### config.mk
export PLATFORM = sky130hd
export DESIGN_NAME = cciv_host_flat
export DESIGN_NICKNAME = d
export VERILOG_FILES = /design/src/design/cciv_pkg.sv /design/src/design/cciv_link.sv /design/src/design/cciv_host.sv /design/src/flat_wrapper.sv
export VERILOG_INCLUDE_DIRS = /design/src /design/src/design
export SDC_FILE = /design/constraint.sdc
export NUM_CORES = 1
export LEC_CHECK = 0
export BUFFER_PORTS_ARGS = -buffer_cell sky130_fd_sc_hd__buf_4
export CAP_MARGIN = 20
export CORE_AREA = 2 2 58 101
export DETAILED_ROUTE_END_ITERATION = 16
export DIE_AREA = 0 0 60 103
export GPL_ROUTABILITY_DRIVEN = 1
export PLACE_DENSITY = 0.75
export SYNTH_ARGS = -nofsm -noshare
export SYNTH_HDL_FRONTEND = slang
export SYNTH_SLANG_ARGS = --single-unit
export TNS_END_PERCENT = 1
### constraint.sdc
create_clock -name clk -period 1.65 [get_ports clk]
set_input_delay 0.0825 -clock clk [delete_from_list [all_inputs] [get_ports clk]]
set_output_delay 0.0825 -clock clk [all_outputs]
set_load 0.02 [all_outputs]
### src/design/cciv_defs.svh
`ifndef CCIV_DEFS_SVH
`define CCIV_DEFS_SVH
`define CCIV_NUM_CH 4
`define CCIV_CH_W 2
`define CCIV_VEC_W 8
`define CCIV_USER_LSB 3
`define CCIV_CODE_LSB 1
`define CCIV_CTL_BIT 0
`define CCIV_VEC_RESET 8'h00
`define CCIV_BASE_RESET 8'h00
// host side software registers, byte offsets
`define CCIV_REG_CMD 4'h0
`define CCIV_REG_STATUS 4'h1
`define CCIV_REG_MASK 4'h2
`define CCIV_REG_BASE 4'h3
`define CCIV_REG_PTR_LO 4'h4
`define CCIV_REG_PTR_HI 4'h5
`define CCIV_REG_DATA 4'h6
// command register fields
`define CCIV_CMD_WRITE 2'h1
`define CCIV_CMD_ACK 2'h2
`define CCIV_CMD_OP_LSB 6
`define CCIV_CMD_CH_LSB 0
`endif

### src/design/cciv_pkg.sv
package cciv_pkg;
  typedef enum logic [2:0] {
    CCIV_IDLE = 3'b001,
    CCIV_ACK = 3'b010,
    CCIV_DONE = 3'b100
  } cciv_host_state_type;
endpackage

### src/design/cciv_link.sv
`timescale 1ns/100ps
interface cciv_link (
  input wire logic clk, // system clock
  input wire logic arst_n // async reset, active low
);
  logic wr_strobe;
  logic [1:0] wr_channel;
  logic [7:0] wr_data;
  logic [3:0] irq_req;
  logic ack;
  logic vec_valid;
  logic [7:0] vec_data;
  modport dev (input wr_strobe, input wr_channel, input wr_data, output irq_req,
    input ack, output vec_valid, output vec_data);
  modport host (output wr_strobe, output wr_channel, output wr_data, input irq_req,
    output ack, input vec_valid, input vec_data);
endinterface // cciv_link

### src/design/cciv_host.sv
`timescale 1ns/100ps
`include "cciv_defs.svh"
module cciv_host import cciv_pkg::*; (
  input wire logic clk, // system clock
  input wire logic arst_n, // async reset, active low
  cciv_link.host link, // device side
  input wire logic [3:0] addr, // register address
  input wire logic [7:0] wdata, // write data
  input wire logic wr, // write strobe
  input wire logic rd, // read strobe
  output logic [7:0] rdata, // read data, cycle after rd
  output logic irq // level interrupt
);
  cciv_host_state_type state;
  logic [7:0] data_reg, base_reg, ptr_lo;
  logic [1:0] status, mask;
  logic busy;

  // cmd: op in 7:6 (1 write, 2 ack), channel in 1:0
  always_ff @(posedge clk or negedge arst_n) begin
    if (!arst_n) begin
      data_reg <= 8'h00;
      base_reg <= `CCIV_BASE_RESET;
    end else if (wr && addr == `CCIV_REG_DATA) begin
      data_reg <= wdata;
    end else if (wr && addr == `CCIV_REG_BASE) begin
      base_reg <= wdata;
    end
  end

  always_ff @(posedge clk or negedge arst_n) begin
    if (!arst_n) begin
      link.wr_strobe <= 1'b0;
      link.wr_channel <= 2'h0;
      link.wr_data <= 8'h00;
    end else begin
      link.wr_strobe <= wr && addr == `CCIV_REG_CMD && wdata[7:6] == `CCIV_CMD_WRITE;
      if (wr && addr == `CCIV_REG_CMD) begin
        link.wr_channel <= wdata[1:0];
        link.wr_data <= data_reg;
      end
    end
  end

  // one acknowledge at a time; a vector arrives the cycle after ack
  always_ff @(posedge clk or negedge arst_n) begin
    if (!arst_n) begin
      state <= CCIV_IDLE;
      link.ack <= 1'b0;
      ptr_lo <= 8'h00;
    end else begin
      case (state)
        CCIV_IDLE: begin
          if (wr && addr == `CCIV_REG_CMD && wdata[7:6] == `CCIV_CMD_ACK) begin
            link.ack <= 1'b1;
            state <= CCIV_ACK;
          end
        end
        CCIV_ACK: begin
          link.ack <= 1'b0;
          state <= CCIV_DONE;
        end
        CCIV_DONE: begin
          if (link.vec_valid) begin
            ptr_lo <= link.vec_data;
          end
          state <= CCIV_IDLE;
        end
        default: begin
          state <= CCIV_IDLE;
          link.ack <= 1'b0;
        end
      endcase
    end
  end
  assign busy = state != CCIV_IDLE;

  // status bit0: vector taken, bit1: any request; read clears, set wins
  always_ff @(posedge clk or negedge arst_n) begin
    if (!arst_n) begin
      status <= 2'h0;
    end else begin
      status[0] <= (state == CCIV_DONE && link.vec_valid)
        || (status[0] && !(rd && addr == `CCIV_REG_STATUS));
      status[1] <= (link.irq_req != 4'h0)
        || (status[1] && !(rd && addr == `CCIV_REG_STATUS));
    end
  end

  always_ff @(posedge clk or negedge arst_n) begin
    if (!arst_n) begin
      mask <= 2'h0;
    end else if (wr && addr == `CCIV_REG_MASK) begin
      mask <= wdata[1:0];
    end
  end

  always_ff @(posedge clk or negedge arst_n) begin
    if (!arst_n) begin
      irq <= 1'b0;
    end else begin
      irq <= (status & mask) != 2'h0;
    end
  end

  always_ff @(posedge clk or negedge arst_n) begin
    if (!arst_n) begin
      rdata <= 8'h00;
    end else if (rd) begin
      case (addr)
        `CCIV_REG_STATUS: rdata <= {busy, 5'h00, status};
        `CCIV_REG_MASK: rdata <= {6'h00, mask};
        `CCIV_REG_BASE: rdata <= base_reg;
        `CCIV_REG_PTR_LO: rdata <= ptr_lo;
        `CCIV_REG_PTR_HI: rdata <= base_reg;
        `CCIV_REG_DATA: rdata <= data_reg;
        default: rdata <= 8'h00;
      endcase
    end else begin
      rdata <= 8'h00;
    end
  end
endmodule // cciv_host

### src/flat_wrapper.sv
// flat-port wrapper written by rule: the top's interface ports become plain ports
module cciv_host_flat import cciv_pkg::*;
  (clk, arst_n, addr, wdata, wr, rd, rdata, irq, link_wr_strobe, link_wr_channel, link_wr_data, link_irq_req, link_ack, link_vec_valid, link_vec_data);
  cciv_link link_i (.clk(clk), .arst_n(arst_n));
  input wire logic clk;
  input wire logic arst_n;
  input wire logic [3:0] addr;
  input wire logic [7:0] wdata;
  input wire logic wr;
  input wire logic rd;
  output logic [7:0] rdata;
  output logic irq;
  output wire logic [$bits(link_i.wr_strobe)-1:0] link_wr_strobe;
  output wire logic [$bits(link_i.wr_channel)-1:0] link_wr_channel;
  output wire logic [$bits(link_i.wr_data)-1:0] link_wr_data;
  input wire logic [$bits(link_i.irq_req)-1:0] link_irq_req;
  output wire logic [$bits(link_i.ack)-1:0] link_ack;
  input wire logic [$bits(link_i.vec_valid)-1:0] link_vec_valid;
  input wire logic [$bits(link_i.vec_data)-1:0] link_vec_data;
  assign link_wr_strobe = link_i.wr_strobe;
  assign link_wr_channel = link_i.wr_channel;
  assign link_wr_data = link_i.wr_data;
  assign link_i.irq_req = link_irq_req;
  assign link_ack = link_i.ack;
  assign link_i.vec_valid = link_vec_valid;
  assign link_i.vec_data = link_vec_data;
  cciv_host u_core (.clk(clk), .arst_n(arst_n), .link(link_i), .addr(addr), .wdata(wdata), .wr(wr), .rd(rd), .rdata(rdata), .irq(irq));
endmodule
==> After elaboration in Yosys (flattened, before gate mapping) <==
Index checks and enable logic that the tools add are counted.
{ "classes": {"reduce_logical": 20, "order_cmp": 0, "muxes": 6, "shift": 0, "div": 0, "bitwise_logic": 3, "add_sub_neg": 0, "eq_ne": 13, "mul": 0} }
{ "ops": {"columns": ["operator", "n"], "rows": [
  ["$pmux 8 s5", 1],
  ["$eq 4x3->1 const B", 3],
  ["$logic_and 1x1->1", 10],
  ["$eq 4x2->1 const B", 2],
  ["$mux 8", 1],
  ["$pmux 3 s2", 1],
  ["$reduce_and 2->1", 3],
  ["$eq 4x1->1 const B", 1],
  ["$logic_not 4->1", 1],
  ["$reduce_bool 4->1", 1],
  ["$eq 3x1->1 const B", 1],
  ["$eq 3x2->1 const B", 1],
  ["$eq 3x3->1 const B", 1],
  ["$mux 3", 1],
  ["$ne 3x1->1 const B", 1],
  ["$and 2x2->2", 1],
  ["$eq 2x1->1 const B", 1],
  ["$eq 2x2->1 const B", 1],
  ["$logic_or 1x1->1", 2],
  ["$ne 2x1->1 const B", 1],
  ["$not 1->1", 2],
  ["$pmux 1 s2", 1],
  ["$reduce_bool 2->1", 1],
  ["$reduce_or 2->1", 1],
  ["2 further kinds", 2]
]} }
{ "word_totals": {"romBits": 0, "mem_bits_rw": 0, "mem_count": 0, "latch_bits": 0, "wordCells": 54, "register_bits": 52} }

==> Longest topological paths before layout <==
Gate-level depths: netlist of run 1.
{ "logic_depth": {"depth_word": 5, "depth_mapped": 5} }

==> Worst setup path before layout of run 1 <==
Ideal clock, no wire load.
{ "synth_path": {"kind": "register to register", "from": "reg u_core.state[0]", "to": "reg u_core.rdata[7]", "required_ns": 1.517, "stages_incl_launch_ff": 4, "arrival_time_ns": 1.203, "setup_ns": 0.133, "n_path_buf": 0, "path_slack_ns": 0.314, "path_cell_list": "dfstp_2 or3b_2 a22oi_1 a21oi_1"} }
{ "synth_via": {"elab_chain_cells": 3} }
{ "synth_lines": {"columns": ["element", "line", "source"], "rows": [
  ["start: declaration", "cciv_host.sv:14", "cciv_host_state_type state;"],
  ["start signal: assignment", "cciv_host.sv:48", "state <= CCIV_IDLE;"],
  ["start signal: assignment", "cciv_host.sv:56", "state <= CCIV_ACK;"],
  ["start signal: assignment", "cciv_host.sv:61", "state <= CCIV_DONE;"],
  ["$ne 3x1->1", "cciv_host.sv:76", "assign busy = state != CCIV_IDLE;"],
  ["$pmux 8 s5", "cciv_host.sv:110", "case (addr)"],
  ["$mux 8", "cciv_host.sv:109", "end else if (rd) begin"],
  ["end signal: assignment", "cciv_host.sv:111", "`CCIV_REG_STATUS: rdata <= {busy, 5'h00, status};"],
  ["end signal: assignment", "cciv_host.sv:112", "`CCIV_REG_MASK: rdata <= {6'h00, mask};"],
  ["end signal: assignment", "cciv_host.sv:113", "`CCIV_REG_BASE: rdata <= base_reg;"],
  ["end: declaration", "cciv_host.sv:11", "output logic [7:0] rdata,"]
]} }
No other way between the ends.
A chain may end at the register's enable or synchronous reset.

==> Worst setup path in the final report of run 1 <==
{ "layout_path": {"from": "reg u_core.state[1]", "to": "reg u_core.ptr_lo[4]"} }
{ "layout_via": {"elab_chain_cells": 2} }
{ "layout_lines": {"columns": ["element", "line", "source"], "rows": [
  ["$eq 3x3->1", "cciv_host.sv:52", "case (state)"],
  ["$reduce_and 2->1 (no source line)", null, null],
  ["end signal: assignment", "cciv_host.sv:65", "ptr_lo <= link.vec_data;"],
  ["end: declaration", "cciv_host.sv:15", "logic [7:0] data_reg, base_reg, ptr_lo;"]
]} }
No other way between the ends.

==> results.yml, run 1 <==
critical_path:
  slowest_delay_ps: 480
  worstPathMaxFanout: 9
  crit_slowest_cell: "and3_1"
  end_kind: "flip-flop"
  timing.rr.start: "u_core.state[1]"
  cp_cell_sequence: "nor2_1 -> and3_1 -> mux2_2"
  rrSetupSlack_ps: 100
  crit_buf_inv: 0
  worstPathRequired_ps: 1840
  crit_family: "simple AND/OR/NAND/NOR gates"
  cp.arrival_ps: 1740
  r2r-end: "u_core.ptr_lo[4]"
  reg2reg_depth: 3
  cp-start-kind: "flip-flop"
  critPathKind: "flip-flop to flip-flop"
route:
  drcViolationCount: 0
  ant_nets: 0
  wirelength_mm: 4.54
  firstDrtPassIters: 3
  vias_per_cell: 5.13
  wl_per_cell_um: 15.7
  vias: 1489
  initialDrtViolationCount: 28
timing:
  rsz0062_at_grt: "false"
  timing.fmax_mhz: 646
  relSlewSlack_pct: 57.5
  tightest_slew_ps: 637
  setup_violations: 0
  finalHoldViolCount: 0
  drv_slew: 0
  fin_skew_ps: 6.37
  tns_ps: 0
  period_needed_ps: 1550
  setup_slack_ps: 103
  fin_crit_sh_pct: 93.8
global_route:
  busiest_layer: "met2"
  use_met2_pct: 27.4
  grt_pass1_vias: 1537
  grt_max_degree: 53
  use_met1_pct: 18.5
  grt_pass1_wl_mm: 7.28
  grt_overflow: 0
  antenna_found_initial: 0
  grt.total_usage_pct: 16.0
  use_met3_pct: 2.38
synthesis:
  synth.cell_area_sq_um: 2280
  synthMostInstantiatedCell: "dfrtp_1"
  synth_seq_cells: 52
  synthTopCellsByArea: "dfrtp_1 56%, mux2_2 17%, mux2_4 5.9%"
  yosysTopAreaCellShare_pct: 56.0
  synth_cell_types: 30
  synth_top_area_cell: "dfrtp_1"
  syn_inst: 158
  avgSynthCellArea_sq_um: 14.4
  yosys_warnings: 0
  synthTopCellsByCount: "51 x dfrtp_1, 35 x mux2_2, 9 x mux2_4"
  synth_edf_count: 0
  ys.flop_type: "dfrtp_1"
  async_flop_share_pct: 100
  seq_area_frac_synth_pct: 57.1
  synth.net_count: 187
min_path:
  hold_path_startpoint: "link_vec_data[7]"
  min_path_type: "primary input to flip-flop"
  min_to: "u_core.ptr_lo[7]"
  hold-path-cell-count: 2
clocking:
  cts.sinks: 52
  cts-root-buf: "clkbuf_8"
  cts_tree: "built"
  cts_max_level: 2
  clk_pin_slew_worst_paths_ps: 90
  worstSkewPairLatency_ps: 300
  clockBufferDepth: 2
  numCtsBuffers: 5
finish:
  ff_latch_area_sq_um: 1300
  drive_gt1_share_pct: 52.3
  fillers: 468
  syn2layout_area_growth_pct: 25.1
  final_core_util_pct: 52.4
  antenna_cells: 0
  multi_input_area_sq_um: 916
  nNetsFinal: 242
place:
  dp_slack_ps: 79.1
  gp_congestion: 0.799
  portBuffers: 49
  dp_hpwl_mm: 3.39
die:
  ios: 50
  die_h_um: 103
  die_width_um: 60
  row_count: 36
  core-area_sq_um: 5450
  die_area_sq_um: 6180
  start_util_pct: 41.9
power_and_ir_drop:
  p_leak_nw: 1.35
  power_w: 0.00304
  cellPowerDensity_nw_per_um2: 1070
  ir_worst_vdd_uv: 405
flow_run:
  drv_cap: 0
run_status:
  outcome: "finished clean"
-- metal layers --
metal / wire length, um / share of wire (%) / up-vias
met5: 0 / 0 / -
met4: 136 / 3.0 / 0
met3: 131 / 2.9 / 10
met2: 2470 / 54 / 35
met1: 1810 / 40 / 753
li1: - / - / 691
-- worst reg2reg max path: cells and delay by family, from the launching register on --
kind	cells	cell delay [ps]
AND/OR/NAND/NOR	2	630
multiplexers	1	390
flip-flops	1	420
-- metrics by stage --
stage / std cells / hold WS (ps) / cell area [sq um]
2_1_floorplan: 158 / -213 / 2280
3_3_place_gp: 280 / 142 / 2730
3_5_place_dp: 280 / 158 / 2730
4_1_cts: 290 / 2.81 / 2850
5_1_grt: 290 / 3.00 / 2850
6_report: 290 / 3.70 / 2850
-- layout by cell type (no fill, tap or decap), types with 2 or more instances in the layout --
cell type and count:
a211o_1 2, a21o_1 2, a21oi_1 3, a32oi_1 7
and3_1 4, buf_4 55, clkbuf_8 5, dfrtp_1 51
dlygate4sd3_1 2, mux2_2 35, mux2_4 9, nand2_1 2
nand3_1 2, nand3b_1 5, nor2_1 8, nor3b_1 3
nor3b_2 3
-- report_power, final --
part           leakage, nW  internal, W  switching [W]
sequential           0.673      0.00146       0.000114
clock               0.0552     0.000450       0.000387
combinational        0.624     0.000359       0.000274
-- area by class of cell --
| cell class | instances | area share (%) |
|---|---|---|
| tap | 76 | 3.33 |
| multi-input combinational | 97 | 32.1 |
| timing repair buffer | 57 | 15.2 |
| clock inverter | 2 | 1.23 |
| clock buffer | 6 | 2.54 |
| sequential | 52 | 45.6 |
-- worst max path at each step --
| stage | to | slack [ps] | start | depth (start not counted) |
|---|---|---|---|---|
| 2_1_floorplan | u_core.rdata[7] | 310 | u_core.state[0] | 3 |
| 3_3_place_gp | u_core.data_reg[4] | 120 | addr[0] | 4 |
| 5_1_grt | u_core.ptr_lo[1] | 4 | u_core.state[1] | 3 |
| 6_report | u_core.ptr_lo[4] | 100 | u_core.state[1] | 3 |
| 4_1_cts | u_core.ptr_lo[4] | 100 | u_core.state[1] | 3 |
| 3_5_place_dp | u_core.data_reg[4] | 80 | addr[0] | 4 |
-- logic make-up (layout without fill, tap and decap cells) --
group	count (synthesis)	in the layout	synth area share, %
multiplexers	44	44	23.2
XOR/XNOR	1	1	0.384
buffers and inverters	9	65	2.74
flip-flops	52	52	57.1
AO/OA/AOI/OAI	17	17	5.92
AND/OR/NAND/NOR	35	35	10.6
-- what timing repair did --
item | 4_1_cts | 5_1_grt
hold endpoints to repair | 52 | 0
buffers inserted | 0 | 0
gates resized for setup | 0 | 0
setup endpoints to repair | 0 | 0
hold buffers | 2 | 0
No activity file was read; power rests on OpenSTA's default activity.
==> run 2: changes to the inputs <==
--- a/config.mk
+++ b/config.mk
@@ -13,6 +13,7 @@
 export DIE_AREA = 0 0 60 103
 export GPL_ROUTABILITY_DRIVEN = 1
 export PLACE_DENSITY = 0.75
+export REMOVE_ABC_BUFFERS = 1
 export SYNTH_ARGS = -nofsm -noshare
 export SYNTH_HDL_FRONTEND = slang
 export SYNTH_SLANG_ARGS = --single-unit
==> results.yml, run 2 (synthesis gave the netlist of run 1 again) <==
run_status:
  outcome: "finished clean"
die:
  die_width_um: 60
  die_area_sq_um: 6180
  start_util_pct: 41.9
  core-area_sq_um: 5450
  row_count: 36
  ios: 50
  die_h_um: 103
route:
  firstDrtPassIters: 4
  ant_nets: 0
  vias_per_cell: 5.03
  wl_per_cell_um: 15.4
  drcViolationCount: 0
  vias: 1465
  initialDrtViolationCount: 31
  wirelength_mm: 4.47
critical_path:
  cp.arrival_ps: 1630
  worstPathRequired_ps: 1830
  critPathKind: "flip-flop to flip-flop"
  r2r-end: "u_core.rdata[7]"
  crit_slowest_cell: "dfstp_2"
  reg2reg_depth: 3
  cp-start-kind: "flip-flop"
  rrSetupSlack_ps: 200
  slowest_delay_ps: 570
  end_kind: "flip-flop"
  cp_cell_sequence: "or3b_2 -> a22oi_1 -> a21oi_1"
  worstPathMaxFanout: 5
  timing.rr.start: "u_core.state[0]"
timing:
  relSlewSlack_pct: 56.9
  tns_ps: 0
  fin_skew_ps: 5.96
  setup_slack_ps: 202
  setup_violations: 0
  tightest_slew_ps: 647
  rsz0062_at_grt: "false"
  period_needed_ps: 1450
  drv_slew: 0
  finalHoldViolCount: 0
  fin_crit_sh_pct: 87.7
  timing.fmax_mhz: 691
place:
  dp_slack_ps: 67.9
  dp.cells: 280
  portBuffers: 49
  gp_congestion: 0.793
  dp_hpwl_mm: 3.19
min_path:
  hold_path_startpoint: "link_vec_data[1]"
  min_path_type: "primary input to flip-flop"
  hold-path-cell-count: 2
  min_to: "u_core.ptr_lo[1]"
finish:
  layout.cells.non_filler: 291
  syn2layout_area_growth_pct: 25.4
  layout_commonest_cell: "buf_4"
  antenna_cells: 0
  nNetsFinal: 243
  layout_common_cells: "54 x buf_4, 51 x dfrtp_1, 35 x mux2_2"
  drive_gt1_share_pct: 52.1
clocking:
  worstSkewPairLatency_ps: 300
  cts-root-buf: "clkbuf_8"
  cts.sinks: 52
  numCtsBuffers: 5
  cts_max_level: 2
  cts_tree: "built"
  clk_pin_slew_worst_paths_ps: 90
  clockBufferDepth: 2
global_route:
  antenna_found_initial: 0
  grt_overflow: 0
  grt.total_usage_pct: 15.7
  grt_pass1_vias: 1509
  grt_pass1_wl_mm: 7.14
  grt_max_degree: 53
power_and_ir_drop:
  p_leak_nw: 1.35
  power_w: 0.00292
  cellPowerDensity_nw_per_um2: 1020
  ir_worst_vdd_uv: 634
flow_run:
  drv_cap: 0
## run 2: layer usage
layer,wire [um],vias to the layer above,track usage (%)
met2,2370,39,25.1
met3,164,7,4.14
met1,1840,727,19.2
met4,101,0,8.21
met5,0,-,0
li1,-,692,-
## run 2: cell type report
cell class	count	area [sq um]
multi-input cells	97	917
clock buffers	8	90.1
fillers	474	2590
flip-flops and latches	52	1300
repair buffers	58	455
well taps	76	95.1
## run 2: where the power goes
group	switching [W]	internal, W	total [W]	leakage [nW]
Clock	0.000384	0.000342	0.000727	0.0455
Sequential	0.000107	0.00146	0.00156	0.673
Combinational	0.000273	0.000361	0.000634	0.630
## run 2: worst max-delay path by stage
stage | end | start
after floorplan | u_core.rdata[7] | u_core.state[0]
after global placement | u_core.ptr_lo[7] | u_core.state[1]
after detailed placement | u_core.ptr_lo[7] | u_core.state[1]
after CTS | u_core.ptr_lo[1] | u_core.state[1]
after global routing | u_core.ptr_lo[0] | u_core.state[1]
final | u_core.rdata[7] | u_core.state[0]
## run 2: critical path: cells and delay by family (launching register included)
kind               cells  cell delay [ps]
DFF                    1              570
and+or+nand+nor        1              440
AOI/OAI and AO/OA      2              310
## run 2: metrics by stage
stage          area, sq um  utilization, %  hold slack [ps]
2_1_floorplan         2220               -             -213
3_3_place_gp          2740            50.3              143
3_5_place_dp          2740            50.3              150
4_1_cts               2850            52.3            0.515
5_1_grt               2860            52.5             1.40
6_report              2860            52.5             9.90
## run 2: timing repair
item                       CTS  global route
setup buffers                0             0
gates resized for setup      0             1
hold buffers                 2             1
hold endpoints to repair    52             1
setup endpoints to repair    0             8
==> run 3: changes to the inputs <==
--- a/config.mk
+++ b/config.mk
@@ -6,13 +6,13 @@
 export SDC_FILE = /design/constraint.sdc
 export NUM_CORES = 1
 export LEC_CHECK = 0
-export BUFFER_PORTS_ARGS = -buffer_cell sky130_fd_sc_hd__buf_4
 export CAP_MARGIN = 20
 export CORE_AREA = 2 2 58 101
 export DETAILED_ROUTE_END_ITERATION = 16
 export DIE_AREA = 0 0 60 103
+export DONT_BUFFER_PORTS = 1
 export GPL_ROUTABILITY_DRIVEN = 1
-export PLACE_DENSITY = 0.75
+export PLACE_DENSITY = 0.67
 export REMOVE_ABC_BUFFERS = 1
 export SYNTH_ARGS = -nofsm -noshare
 export SYNTH_HDL_FRONTEND = slang
==> results.yml, run 3 (synthesis gave the netlist of run 1 again) <==
die:
  row_count: 36
  start_util_pct: 41.9
  die_h_um: 103
  die_width_um: 60
  ios: 50
  die_area_sq_um: 6180
  core-area_sq_um: 5450
min_path:
  min_path_type: "primary input to flip-flop"
  hold_path_startpoint: "rd"
critical_path:
  worstPathRequired_ps: 1850
  cp_cell_sequence: "dlygate4sd3_1 -> or4_1 -> dlygate4sd3_1 -> a21o_1"
  crit_slowest_cell: "dlygate4sd3_1"
  worstPathMaxFanout: 1
  cp.arrival_ps: 1740
  cp_common_cell: "dlygate4sd3_1"
  slowest_delay_ps: 570
  critPathKind: "primary input to flip-flop"
  end_kind: "flip-flop"
  cp-start-kind: "primary input"
  startpoint: "link_irq_req[2]"
  timing.rr.start: "u_core.state[1]"
timing:
  fin_skew_ps: 5.08
  rsz0062_at_grt: "false"
  timing.fmax_mhz: 650
  setup_slack_ps: 112
  drv_slew: 0
  tns_ps: 0
  period_needed_ps: 1540
  relSlewSlack_pct: 55.4
  tightest_slew_ps: 667
  timing.hold.ws_ps: 8.50
  fin_crit_sh_pct: 93.2
  setup_violations: 0
  finalHoldViolCount: 0
route:
  ant_nets: 0
  firstDrtPassIters: 4
  wl_per_cell_um: 17.7
  wirelength_mm: 4.55
  vias_per_cell: 5.26
  initialDrtViolationCount: 37
  vias: 1353
  drcViolationCount: 0
global_route:
  grt_max_degree: 53
  grt_overflow: 0
  antenna_found_initial: 0
  grt_pass1_wl_mm: 7.44
  grt_pass1_vias: 1496
  grt.total_usage_pct: 16.2
clocking:
  numCtsBuffers: 5
  worstSkewPairLatency_ps: 300
  clk_pin_slew_worst_paths_ps: 80
  cts_hold_buffers: 23
  cts_max_level: 2
  cts-root-buf: "clkbuf_8"
  cts_resized: 0
  cts_setup_buffers: 0
  clockBufferDepth: 2
  cts_tree: "built"
  cts.sinks: 52
finish:
  antenna_cells: 0
  multi_input_area_sq_um: 916
  layout_common_cells: "51 x dfrtp_1, 35 x mux2_2, 22 x dlygate4sd3_1"
  layout_commonest_cell: "dfrtp_1"
  layout.cells.non_filler: 257
  ff_latch_area_sq_um: 1300
  nNetsFinal: 209
  syn2layout_area_growth_pct: 16.6
  drive_gt1_share_pct: 32.0
  fillers: 487
run_status:
  outcome: "finished clean"
power_and_ir_drop:
  ir_worst_vdd_uv: 471
  power_w: 0.00278
  cellPowerDensity_nw_per_um2: 1050
  p_leak_nw: 1.17
place:
  portBuffers: 0
  dp.cells: 226
  dp_hpwl_mm: 3.34
  gp_congestion: 0.720
  dp_slack_ps: 153
flow_run:
  drv_cap: 0
==> run 3: cell types whose count changed in the layout (fill, tap and decap cells not counted) <==
cell / delta
and3_1: +1
buf_4: -53
and3_2: -1
buf_16: +1
buf_12: -1
dlygate4sd3_1: +19
==> run 3: stage by stage <==
| stage | cell area [sq um] | util (%) |
|---|---|---|
| after floorplan | 2220 | - |
| after global placement | 2320 | 42.6 |
| after detailed placement | 2320 | 42.6 |
| after CTS | 2660 | 48.8 |
| after global routing | 2660 | 48.8 |
| final | 2660 | 48.8 |
==> run 3: layout make-up <==
type	instances	share of cell area [%]
sequential	52	49.0
multi-input combinational	97	34.4
timing repair buffer	24	9.60
tap	76	3.58
clock buffer	8	3.39
==> run 3: path summary, 6_finish.rpt <==
path / slack [ps] / to / cells after the start
worst min-delay path: 8 / u_core.status[1] / 2
worst max register to register: 140 / u_core.ptr_lo[1] / 3
worst min register to register: 520 / u_core.base_reg[7] / 1
min in group asynchronous: 280 / u_core.status[1] / 2
worst max-delay path: 110 / u_core.status[1] / 4
max in group asynchronous: 1100 / u_core.state[0] / 2
==> run 3: routing by layer <==
metal	up-vias	part of all wire (%)	wire length (um)	track usage, %
li1	624	-	-	-
met1	682	37	1700	18.2
met2	40	56	2560	27.8
met3	7	4.5	204	4.52
met4	0	1.9	87	7.01
met5	-	0	0	0
==> run 3: power by group <==
part | internal [W] | total, W | switching (W)
sequential | 0.00146 | 0.00168 | 0.000226
clock | 0.000342 | 0.000725 | 0.000383
combinational | 0.000249 | 0.000372 | 0.000123
total | 0.00205 | 0.00278 | 0.000731
==> run 3: critical path: cells and delay by family <==
kind	cells	cell delay, ps
AO/OA/AOI/OAI	1	150
AND/OR/NAND/NOR	1	400
buffers and inverters	2	1110
